## src/logic/fepp_pkg.sv

```systemverilog
// Constants for the serial flash erase, program and protection sequencer.
// Assumes a mode-0/3 serial host and a 40 MHz system clock.
// How it works
// Chip erase opcodes C7 94 80 9A.
// Bytes after erase opcode are ignored.
// Chip select rise starts self-timed erase.
// Busy stays set until cycle ends.
// Erase skips protected or locked sectors.
// Write-protect activation deferred during erase.
// Opcode 82 buffer one, 85 buffer two.
// 264-byte pages: 3 dc, 12 page, 9 offset.
// 256-byte pages: 4 dc, 12 page, 8 offset.
// Data fills buffer, wrapping at the end.
// Chip select rise erases then programs page.
// Enable protection 3D 2A 7F A9.
// Disable protection 3D 2A 7F 9A.
// Disable ignored while write-protect asserted.
// Reset clears software protection state.
// Floating write-protect reads as deasserted.
// Write-protect blocks map and protected sectors.
// Write-protect enables protection within bounded delay.
// Pin release drops protection unless enabled.
// Write-protect input is noise filtered.
// Status shows protection enabled.
// Protection blocks writes to marked sectors.
// Map byte FF protects, 00 unprotects.
// Sector zero bits split 0a, 0b.
// Page top bits select the sector.
// Blocked program still loads buffer.
// Commands ignored while busy; data bytes after 82/85 still load the buffer.
package fepp_pkg;
  localparam logic [7:0] OP_CE0 = 8'hC7;
  localparam logic [7:0] OP_CE1 = 8'h94;
  localparam logic [7:0] OP_CE2 = 8'h80;
  localparam logic [7:0] OP_CE3 = 8'h9A;
  localparam logic [7:0] OP_PB1 = 8'h82;
  localparam logic [7:0] OP_PB2 = 8'h85;
  localparam logic [7:0] OP_SP0 = 8'h3D;
  localparam logic [7:0] OP_SP1 = 8'h2A;
  localparam logic [7:0] OP_SP2 = 8'h7F;
  localparam logic [7:0] OP_SPEN = 8'hA9;
  localparam logic [7:0] OP_SPDIS = 8'h9A;
  localparam logic [7:0] MAP_PROT = 8'hFF;
  localparam int PAGE_W = 12;
  localparam int OFS_W = 9;
  localparam int NSECT = 16;
  localparam int ADDR_BYTES = 3;
  localparam int LAST_BIT = 7;
  localparam int SUB0A_HI = 7;
  localparam int SUB0A_LO = 6;
  localparam int SUB0B_HI = 5;
  localparam int SUB0B_LO = 4;
  localparam int BLK_SHIFT = 3;
  localparam int PAGE_264 = 264;
  localparam int PAGE_256 = 256;
  localparam int CLK_MHZ = 40;
  localparam int WP_FILT_NS = 1000;
  localparam int WP_FILT_CYC = (WP_FILT_NS * CLK_MHZ) / 1000;
  localparam int T_EP_US = 40000;
  localparam int T_CE_US = 200000;
  localparam int T_EP_CYC = T_EP_US * CLK_MHZ;
  localparam int T_CE_CYC = T_CE_US * CLK_MHZ;
  typedef enum logic [2:0] {ST_OPC, ST_SEQ, ST_ADDR, ST_DATA, ST_IGN} fepp_rx_t;
  typedef enum logic [1:0] {CMD_NONE, CMD_CE, CMD_PROG, CMD_SP} fepp_cmd_t;
endpackage

```

## src/logic/fepp_core.sv

```systemverilog
// Serial command core: chip erase, page program via buffers, sector protection.
// Assumes serial pins are asynchronous and sampled here; the array is outside.
`timescale 1ns/1ps
module fepp_core
  import fepp_pkg::*;
#(
  parameter int EP_CYC   = T_EP_CYC,
  parameter int CE_CYC   = T_CE_CYC,
  parameter int FILT_CYC = WP_FILT_CYC
) (
  input  wire logic              i_clock,
  input  wire logic              i_reset,
  input  wire logic              i_cs_n,
  input  wire logic              i_sck,
  input  wire logic              i_si,
  input  wire logic              i_wp_n,
  input  wire logic              i_page_264,
  input  wire logic [7:0]        i_map_byte [NSECT],
  input  wire logic [NSECT-1:0]  i_lockdown,
  output logic                   o_busy,
  output logic                   o_prot_enabled,
  output logic                   o_map_write_lock,
  output logic                   o_erase_start,
  output logic [NSECT:0]         o_erase_keep,
  output logic                   o_prog_start,
  output logic [PAGE_W-1:0]      o_prog_page,
  output logic                   o_prog_buf2,
  output logic                   o_buf_we,
  output logic                   o_buf_sel2,
  output logic [OFS_W-1:0]       o_buf_addr,
  output logic [7:0]             o_buf_data
);
  logic [1:0] cs_s_r, sck_s_r, si_s_r, wp_s_r;
  logic cs_d_r, sck_d_r;
  always_ff @(posedge i_clock or posedge i_reset) begin
    if (i_reset) begin
      cs_s_r  <= 2'h3;
      sck_s_r <= 2'h0;
      si_s_r  <= 2'h0;
      // pin idles high.
      wp_s_r  <= 2'h3;
      cs_d_r  <= 1'b1;
      sck_d_r <= 1'b0;
    end else begin
      cs_s_r  <= {cs_s_r[0], i_cs_n};
      sck_s_r <= {sck_s_r[0], i_sck};
      si_s_r  <= {si_s_r[0], i_si};
      wp_s_r  <= {wp_s_r[0], i_wp_n};
      cs_d_r  <= cs_s_r[1];
      sck_d_r <= sck_s_r[1];
    end
  end
  logic cs_n, sck_rise, cs_rise;
  assign cs_n     = cs_s_r[1];
  assign sck_rise = sck_s_r[1] & ~sck_d_r & ~cs_n;
  assign cs_rise  = cs_n & ~cs_d_r;

  // write-protect noise filter.
  logic wp_filt_r;
  logic [$clog2(FILT_CYC+1)-1:0] wp_cnt_r;
  always_ff @(posedge i_clock or posedge i_reset) begin
    if (i_reset) begin
      wp_filt_r <= 1'b0;
      wp_cnt_r  <= '0;
    end else if (~wp_s_r[1] == wp_filt_r) begin
      wp_cnt_r <= '0;
    end else if (wp_cnt_r == ($clog2(FILT_CYC+1))'(FILT_CYC - 1)) begin
      wp_filt_r <= ~wp_s_r[1];
      wp_cnt_r  <= '0;
    end else begin
      wp_cnt_r <= wp_cnt_r + 1'b1;
    end
  end

  // Byte shifter.
  logic [2:0] bit_r;
  logic [6:0] sh_r;
  logic       byte_v;
  logic [7:0] byte_d;
  assign byte_v = sck_rise && bit_r == 3'(LAST_BIT);
  assign byte_d = {sh_r, si_s_r[1]};
  always_ff @(posedge i_clock or posedge i_reset) begin
    if (i_reset) begin
      bit_r <= '0;
      sh_r  <= '0;
    end else if (cs_n) begin
      bit_r <= '0;
    end else if (sck_rise) begin
      bit_r <= bit_r + 1'b1;
      sh_r  <= byte_d[6:0];
    end
  end

  fepp_rx_t rx_r;
  fepp_cmd_t cmd_r;
  logic [1:0] idx_r;
  logic [7:0] fin_r;
  logic armed_r, buf2_r;
  logic [23:0] addr_r;
  logic [OFS_W-1:0] ofs_r;
  logic [PAGE_W-1:0] page_r;
  logic busy_r;
  always_ff @(posedge i_clock or posedge i_reset) begin
    if (i_reset) begin
      rx_r    <= ST_OPC;
      cmd_r   <= CMD_NONE;
      idx_r   <= '0;
      fin_r   <= '0;
      armed_r <= 1'b0;
      buf2_r  <= 1'b0;
      addr_r  <= '0;
    end else if (cs_n) begin
      rx_r  <= ST_OPC;
      idx_r <= '0;
      if (cs_rise) begin
        armed_r <= 1'b0;
      end
    end else if (byte_v) begin
      case (rx_r)
        ST_OPC: begin
          armed_r <= 1'b0;
          idx_r   <= 2'd1;
          // first erase byte.
          if (byte_d == OP_CE0) begin
            cmd_r <= CMD_CE;
            rx_r  <= ST_SEQ;
          end else if (byte_d == OP_SP0) begin
            cmd_r <= CMD_SP;
            rx_r  <= ST_SEQ;
          // buffer select.
          end else if (byte_d == OP_PB1 || byte_d == OP_PB2) begin
            cmd_r  <= CMD_PROG;
            buf2_r <= byte_d == OP_PB2;
            idx_r  <= '0;
            rx_r   <= ST_ADDR;
          end else begin
            cmd_r <= CMD_NONE;
            rx_r  <= ST_IGN;
          end
        end
        ST_SEQ: begin
          idx_r <= idx_r + 1'b1;
          if (cmd_r == CMD_CE && idx_r == 2'd1 && byte_d == OP_CE1 ||
              cmd_r == CMD_CE && idx_r == 2'd2 && byte_d == OP_CE2 ||
              cmd_r == CMD_SP && idx_r == 2'd1 && byte_d == OP_SP1 ||
              cmd_r == CMD_SP && idx_r == 2'd2 && byte_d == OP_SP2) begin
            rx_r <= ST_SEQ;
          end else if (idx_r == 2'd3 && (cmd_r == CMD_CE && byte_d == OP_CE3 ||
                       cmd_r == CMD_SP && (byte_d == OP_SPEN || byte_d == OP_SPDIS))) begin
            // later bytes ignored.
            fin_r   <= byte_d;
            armed_r <= 1'b1;
            rx_r    <= ST_IGN;
          end else begin
            rx_r <= ST_IGN;
          end
        end
        ST_ADDR: begin
          addr_r <= {addr_r[15:0], byte_d};
          idx_r  <= idx_r + 1'b1;
          if (idx_r == 2'(ADDR_BYTES - 1)) begin
            rx_r    <= ST_DATA;
            armed_r <= 1'b1;
          end
        end
        ST_DATA: rx_r <= ST_DATA;
        ST_IGN:  rx_r <= ST_IGN;
        default: rx_r <= ST_IGN;
      endcase
    end
  end

  // address split per page size.
  logic [23:0] addr_full;
  assign addr_full = {addr_r[15:0], byte_d};
  always_ff @(posedge i_clock or posedge i_reset) begin
    if (i_reset) begin
      ofs_r  <= '0;
      page_r <= '0;
    end else if (byte_v && rx_r == ST_ADDR && idx_r == 2'(ADDR_BYTES - 1)) begin
      if (i_page_264) begin
        page_r <= addr_full[OFS_W +: PAGE_W];
        ofs_r  <= addr_full[OFS_W-1:0];
      end else begin
        page_r <= addr_full[OFS_W-1 +: PAGE_W];
        ofs_r  <= {1'b0, addr_full[OFS_W-2:0]};
      end
    end else if (byte_v && rx_r == ST_DATA) begin
      // wrap at buffer end.
      if (i_page_264) begin
        ofs_r <= (ofs_r == OFS_W'(PAGE_264 - 1)) ? '0 : ofs_r + 1'b1;
      end else begin
        ofs_r <= (ofs_r == OFS_W'(PAGE_256 - 1)) ? '0 : ofs_r + 1'b1;
      end
    end
  end

  // buffer always written.
  always_ff @(posedge i_clock or posedge i_reset) begin
    if (i_reset) begin
      o_buf_we   <= 1'b0;
      o_buf_sel2 <= 1'b0;
      o_buf_addr <= '0;
      o_buf_data <= '0;
    end else begin
      o_buf_we <= byte_v && rx_r == ST_DATA;
      if (byte_v && rx_r == ST_DATA) begin
        o_buf_sel2 <= buf2_r;
        o_buf_addr <= ofs_r;
        o_buf_data <= byte_d;
      end
    end
  end

  // Protection state.
  logic sw_prot_r, prot_en;
  // commands only when idle.
  logic take;
  assign take = cs_rise && armed_r && !busy_r;
  always_ff @(posedge i_clock or posedge i_reset) begin
    if (i_reset) begin
      // software state cleared.
      sw_prot_r <= 1'b0;
    end else if (take && cmd_r == CMD_SP) begin
      // enable.
      if (fin_r == OP_SPEN) begin
        sw_prot_r <= 1'b1;
      // disable unless pin held.
      end else if (!wp_filt_r) begin
        sw_prot_r <= 1'b0;
      end
    end
  end
  // pin latched while busy.
  logic wp_eff_r;
  always_ff @(posedge i_clock or posedge i_reset) begin
    if (i_reset) begin
      wp_eff_r <= 1'b0;
    end else if (!busy_r) begin
      wp_eff_r <= wp_filt_r;
    end
  end
  // pin forces protection; release restores software state.
  assign prot_en = sw_prot_r | wp_eff_r;
  // status.
  assign o_prot_enabled = prot_en;
  // map locked by pin.
  assign o_map_write_lock = wp_eff_r;

  // per-sector protection view.
  logic [NSECT:0] prot_vec;
  genvar g;
  generate
    for (g = 1; g < NSECT; g++) begin : g_sect
      assign prot_vec[g+1] = prot_en && i_map_byte[g] == MAP_PROT;
    end
  endgenerate
  assign prot_vec[0] = prot_en && &i_map_byte[0][SUB0A_HI:SUB0A_LO];
  assign prot_vec[1] = prot_en && &i_map_byte[0][SUB0B_HI:SUB0B_LO];
  logic [3:0] sect;
  logic sub0b, page_prot;
  assign sect  = page_r[PAGE_W-1 -: 4];
  assign sub0b = |page_r[PAGE_W-5:BLK_SHIFT];
  // target protection check.
  assign page_prot = (sect == 4'h0) ? (sub0b ? prot_vec[1] : prot_vec[0]) : prot_vec[sect + 5'd1];

  // Self-timed cycle.
  logic [31:0] tmr_r;
  always_ff @(posedge i_clock or posedge i_reset) begin
    if (i_reset) begin
      busy_r        <= 1'b0;
      tmr_r         <= '0;
      o_erase_start <= 1'b0;
      o_prog_start  <= 1'b0;
      o_erase_keep  <= '0;
      o_prog_page   <= '0;
      o_prog_buf2   <= 1'b0;
    end else begin
      o_erase_start <= 1'b0;
      o_prog_start  <= 1'b0;
      // chip erase on cs rise.
      if (take && cmd_r == CMD_CE) begin
        busy_r        <= 1'b1;
        tmr_r         <= 32'(CE_CYC);
        o_erase_start <= 1'b1;
        // keep protected and locked.
        o_erase_keep  <= prot_vec | {i_lockdown, i_lockdown[0]};
      // erase then program page.
      end else if (take && cmd_r == CMD_PROG && !page_prot) begin
        busy_r       <= 1'b1;
        tmr_r        <= 32'(EP_CYC);
        o_prog_start <= 1'b1;
        o_prog_page  <= page_r;
        o_prog_buf2  <= buf2_r;
      // busy until done.
      end else if (busy_r) begin
        tmr_r <= tmr_r - 1'b1;
        if (tmr_r == 32'd1) begin
          busy_r <= 1'b0;
        end
      end
    end
  end
  assign o_busy = busy_r;
endmodule

```

## config.mk

```make
export PLATFORM = sky130hd
export DESIGN_NAME = fepp_core
export DESIGN_NICKNAME = d
export VERILOG_FILES = /design/src/logic/fepp_pkg.sv /design/src/logic/fepp_core.sv
export SDC_FILE = /design/constraint.sdc
export NUM_CORES = 1
export LEC_CHECK = 0
export BUFFER_PORTS_ARGS = -buffer_cell sky130_fd_sc_hd__buf_2
export CAP_MARGIN = 20
export CORE_MARGIN = 2
export CORE_UTILIZATION = 38
export CTS_CLUSTER_DIAMETER = 30
export DETAILED_ROUTE_END_ITERATION = 8
export SKIP_LAST_GASP = 1
export SLEW_MARGIN = 10
export SYNTH_ARGS = -nofsm -noshare
export SYNTH_HDL_FRONTEND = slang
export SYNTH_SLANG_ARGS = --single-unit
```

## constraint.sdc

```tcl
create_clock -name i_clock -period 6.9 [get_ports i_clock]
set_clock_uncertainty 0.2 [all_clocks]
set_input_delay 0.345 -clock i_clock [delete_from_list [all_inputs] [get_ports i_clock]]
set_output_delay 0.345 -clock i_clock [all_outputs]
set_load 0.01 [all_outputs]
```

==> results.cfg <==
[setup_path]
crit_type = reg2reg
reg2reg_from = page_r[8]
max_stage_delay_ns = 0.69
cp-start-kind = flip-flop
worstPathArrival_ns = 4.74
r2r_cells = 9
rrSetupSlack_ns = 2.28
crit_slowest_cell = dfrtp_1
worstReg2RegEnd = o_prog_page[0]
worstPathRequired_ns = 7.02
cp_cell_sequence = inv_1, ha_1, o21bai_1, or4_1, a41o_1, or2_1, o211ai_4, inv_2, mux2_4
end_kind = flip-flop
path_max_fanout = 26

[synthesis]
syn_area_um2 = 8230
synth_xor_area_frac = 0.0394
synthMuxAreaShare = 0.101
synth-edff-count = 0
yosys_warnings = 0
ys_ff_latch = 164
syn_nets = 954
yosysTopAreaCellShare = 0.483
yosys.area_share.adder = 0.0198
synth_compound_area_frac = 0.115
yosysTopAreaCell = dfrtp_1
synth_top_family_by_area = simple AND/OR/NAND/NOR gates
synthTopCellsByArea = dfrtp_1 48%, mux2_2 7.3%, nand4_1 3.0%, nor3_1 3.0%, nand2_1 2.9%
ys_async_sr_fraction = 1.00
syn_area_per_cell_um2 = 10.4
yosysSeqAreaShare = 0.499
synth.distinct_cells = 63
ys.flop_type = dfrtp_1
yosys.area_share.simple = 0.190
syn-instance-count = 790

[sta]
rsz0062_at_grt = no
setup_viol = 0
setup_ws_ns = 2.28
tns_ns = 0
fin_crit_ns = 4.62
fin_crit_sh = 0.670
relSlewSlack = 0.341
hold_viol = 0
worst_pin_slew_ns = 0.980
fmax_mhz = 216
hold_ws_ns = 0.0120
slew_violations = 0

[global_routing]
track_usage = 0.198
grt_start_max_net_pins = 80
grt_overflow = 0
grt_pass1_wl_um = 34700
grt_pass1_vias = 6528
grt_antenna_before_repair = 3

[final_layout]
fillers = 2014
finish.instance_area_um2 = 10300
drive_above_1_share = 0.324
mostFrequentLayoutCell = buf_2
nets = 1155
multi_input_area_um2 = 3840
final_cell_mix = 200 x buf_2, 159 x dfrtp_1, 63 x nand2_1
layout.cells.non_filler = 1282
seq_area_um2 = 4110
area_growth_pct = 24.7
final_util = 0.485

[routing]
routedWlPerCell_um = 17.3
wl_um = 22100
drc = 0
vias = 6862
ant_nets = 0
first_pass_iters = 4
vias_per_cell = 5.35
drt_iter0_drc = 360

[placed_design]
pre_cts_slack_ns = 2.31
place_inst = 1229
routabilityCongestion = 0.795
port_buffers = 200
dp_hpwl_um = 15200
postPlaceCellArea_um2 = 9480

[die]
io_pins = 205
num_rows = 53
core_area_um2 = 21200
floorplan.initialDensity = 0.389
die_w_um = 151
die_h_um = 151
die_area_um2 = 22900

[cts]
cts.sinks = 164
cts-root-buf = clkbuf_16
clockBufferDepth = 2
cts_buffers = 17
cts_resized = 0
cts_tree = built
clk_latency_ns = 0.43
cts.htree.levels = 4
post-cts-setup-buffers = 0
path_clk_slew_ns = 0.06

[job]
maxCapViolations = 0

[worst_hold_path]
worst_hold_path.num_cells = 3
min_path_type = in2reg
holdPathEnd = o_erase_keep[2]
min-delay-start = i_lockdown[1]

[power_and_ir_drop]
total_power_mw = 2.16
leakagePower_nw = 4.73
power.density_nw_per_um2 = 210
ir_worst_vdd_uv = 173

[outcome]
outcome = completed
worst max path at each step:
stage,start,end,slack [ns]
after global placement,page_r[8],o_prog_buf2,2.39
after global routing,page_r[8],tmr_r[30],2.07
after detailed placement,page_r[8],o_prog_buf2,2.31
after CTS,page_r[8],o_prog_page[11],2.29
final,page_r[8],o_prog_page[0],2.28
after floorplan,i_reset,addr_r[0],1.93
cell families (layout without fill, tap and decap cells):
| group | after synthesis | in the layout |
|---|---|---|
| DFF | 164 | 164 |
| buffers and inverters | 74 | 288 |
| other | 0 | 3 |
| and+or+nand+nor | 303 | 303 |
| adders and majority gates | 13 | 13 |
| AOI/OAI and AO/OA | 124 | 124 |
| xor gates and xnor gates | 37 | 37 |
| muxes | 75 | 75 |
layer usage:
metal / share of wire / track usage / vias to the layer above
met5: 0 / 0 / -
met2: 0.47 / 0.318 / 217
met1: 0.44 / 0.247 / 3327
li1: - / - / 3286
met3: 0.064 / 0.0545 / 32
met4: 0.029 / 0.0967 / 0
cell type report:
cell class | count | share of cell area
sequential | 164 | 0.400
multi-input combinational | 552 | 0.374
timing repair buffer | 228 | 0.122
clock buffer | 19 | 0.0432
tap | 275 | 0.0335
clock inverter | 13 | 0.0152
inverter | 28 | 0.0107
antenna | 3 | 0.000731
registers in the layout (all words and copies together) (netlist names), 2 cells and up:
register,count
cmd_r,2
cs_s_r,2
o_buf_data,8
o_prog_page,12
o_buf_addr,9
addr_r,13
idx_r,2
bit_r,3
sh_r,7
tmr_r,32
rx_r,3
wp_s_r,2
si_s_r,2
sck_s_r,2
o_erase_keep,17
page_r,12
wp_cnt_r,6
ofs_r,9
fin_r,8
Yosys cell counts, types with 6 or more instances:
library cell	count
dfrtp_1	159
nand2_1	63
mux2_2	53
nor2_1	53
nor3_1	50
nand4_1	40
clkbuf_1	37
o21ai_0	30
a21oi_1	27
inv_1	26
nand3_1	25
nor4_1	20
xnor2_1	20
mux2i_1	19
xor2_1	17
ha_1	13
o41ai_2	9
a211oi_1	8
nor2b_1	8
a21o_1	7
or4_1	7
and2_1	6
where the power goes:
part,internal (mW),switching [mW],total [mW]
clock network,0.578,0.404,0.982
logic,0.0657,0.0568,0.123
registers,0.983,0.0677,1.05
total,1.63,0.528,2.16
worst max-delay path, delay by kind of cell (launching register included):
kind / cells / cell delay (ns)
adder cells (fa/ha/maj): 1 / 0.43
AO/OA/AOI/OAI: 3 / 1.19
multiplexers: 1 / 0.41
AND/OR/NAND/NOR: 2 / 0.81
flip-flops: 1 / 0.69
buffers and inverters: 2 / 0.75
repair_timing:
item | CTS | global route
hold buffers | 18 | 0
hold endpoints to repair | 94 | 0
endpoints found under the setup margin | 0 | 0
Power figures use the tool's default switching activity.
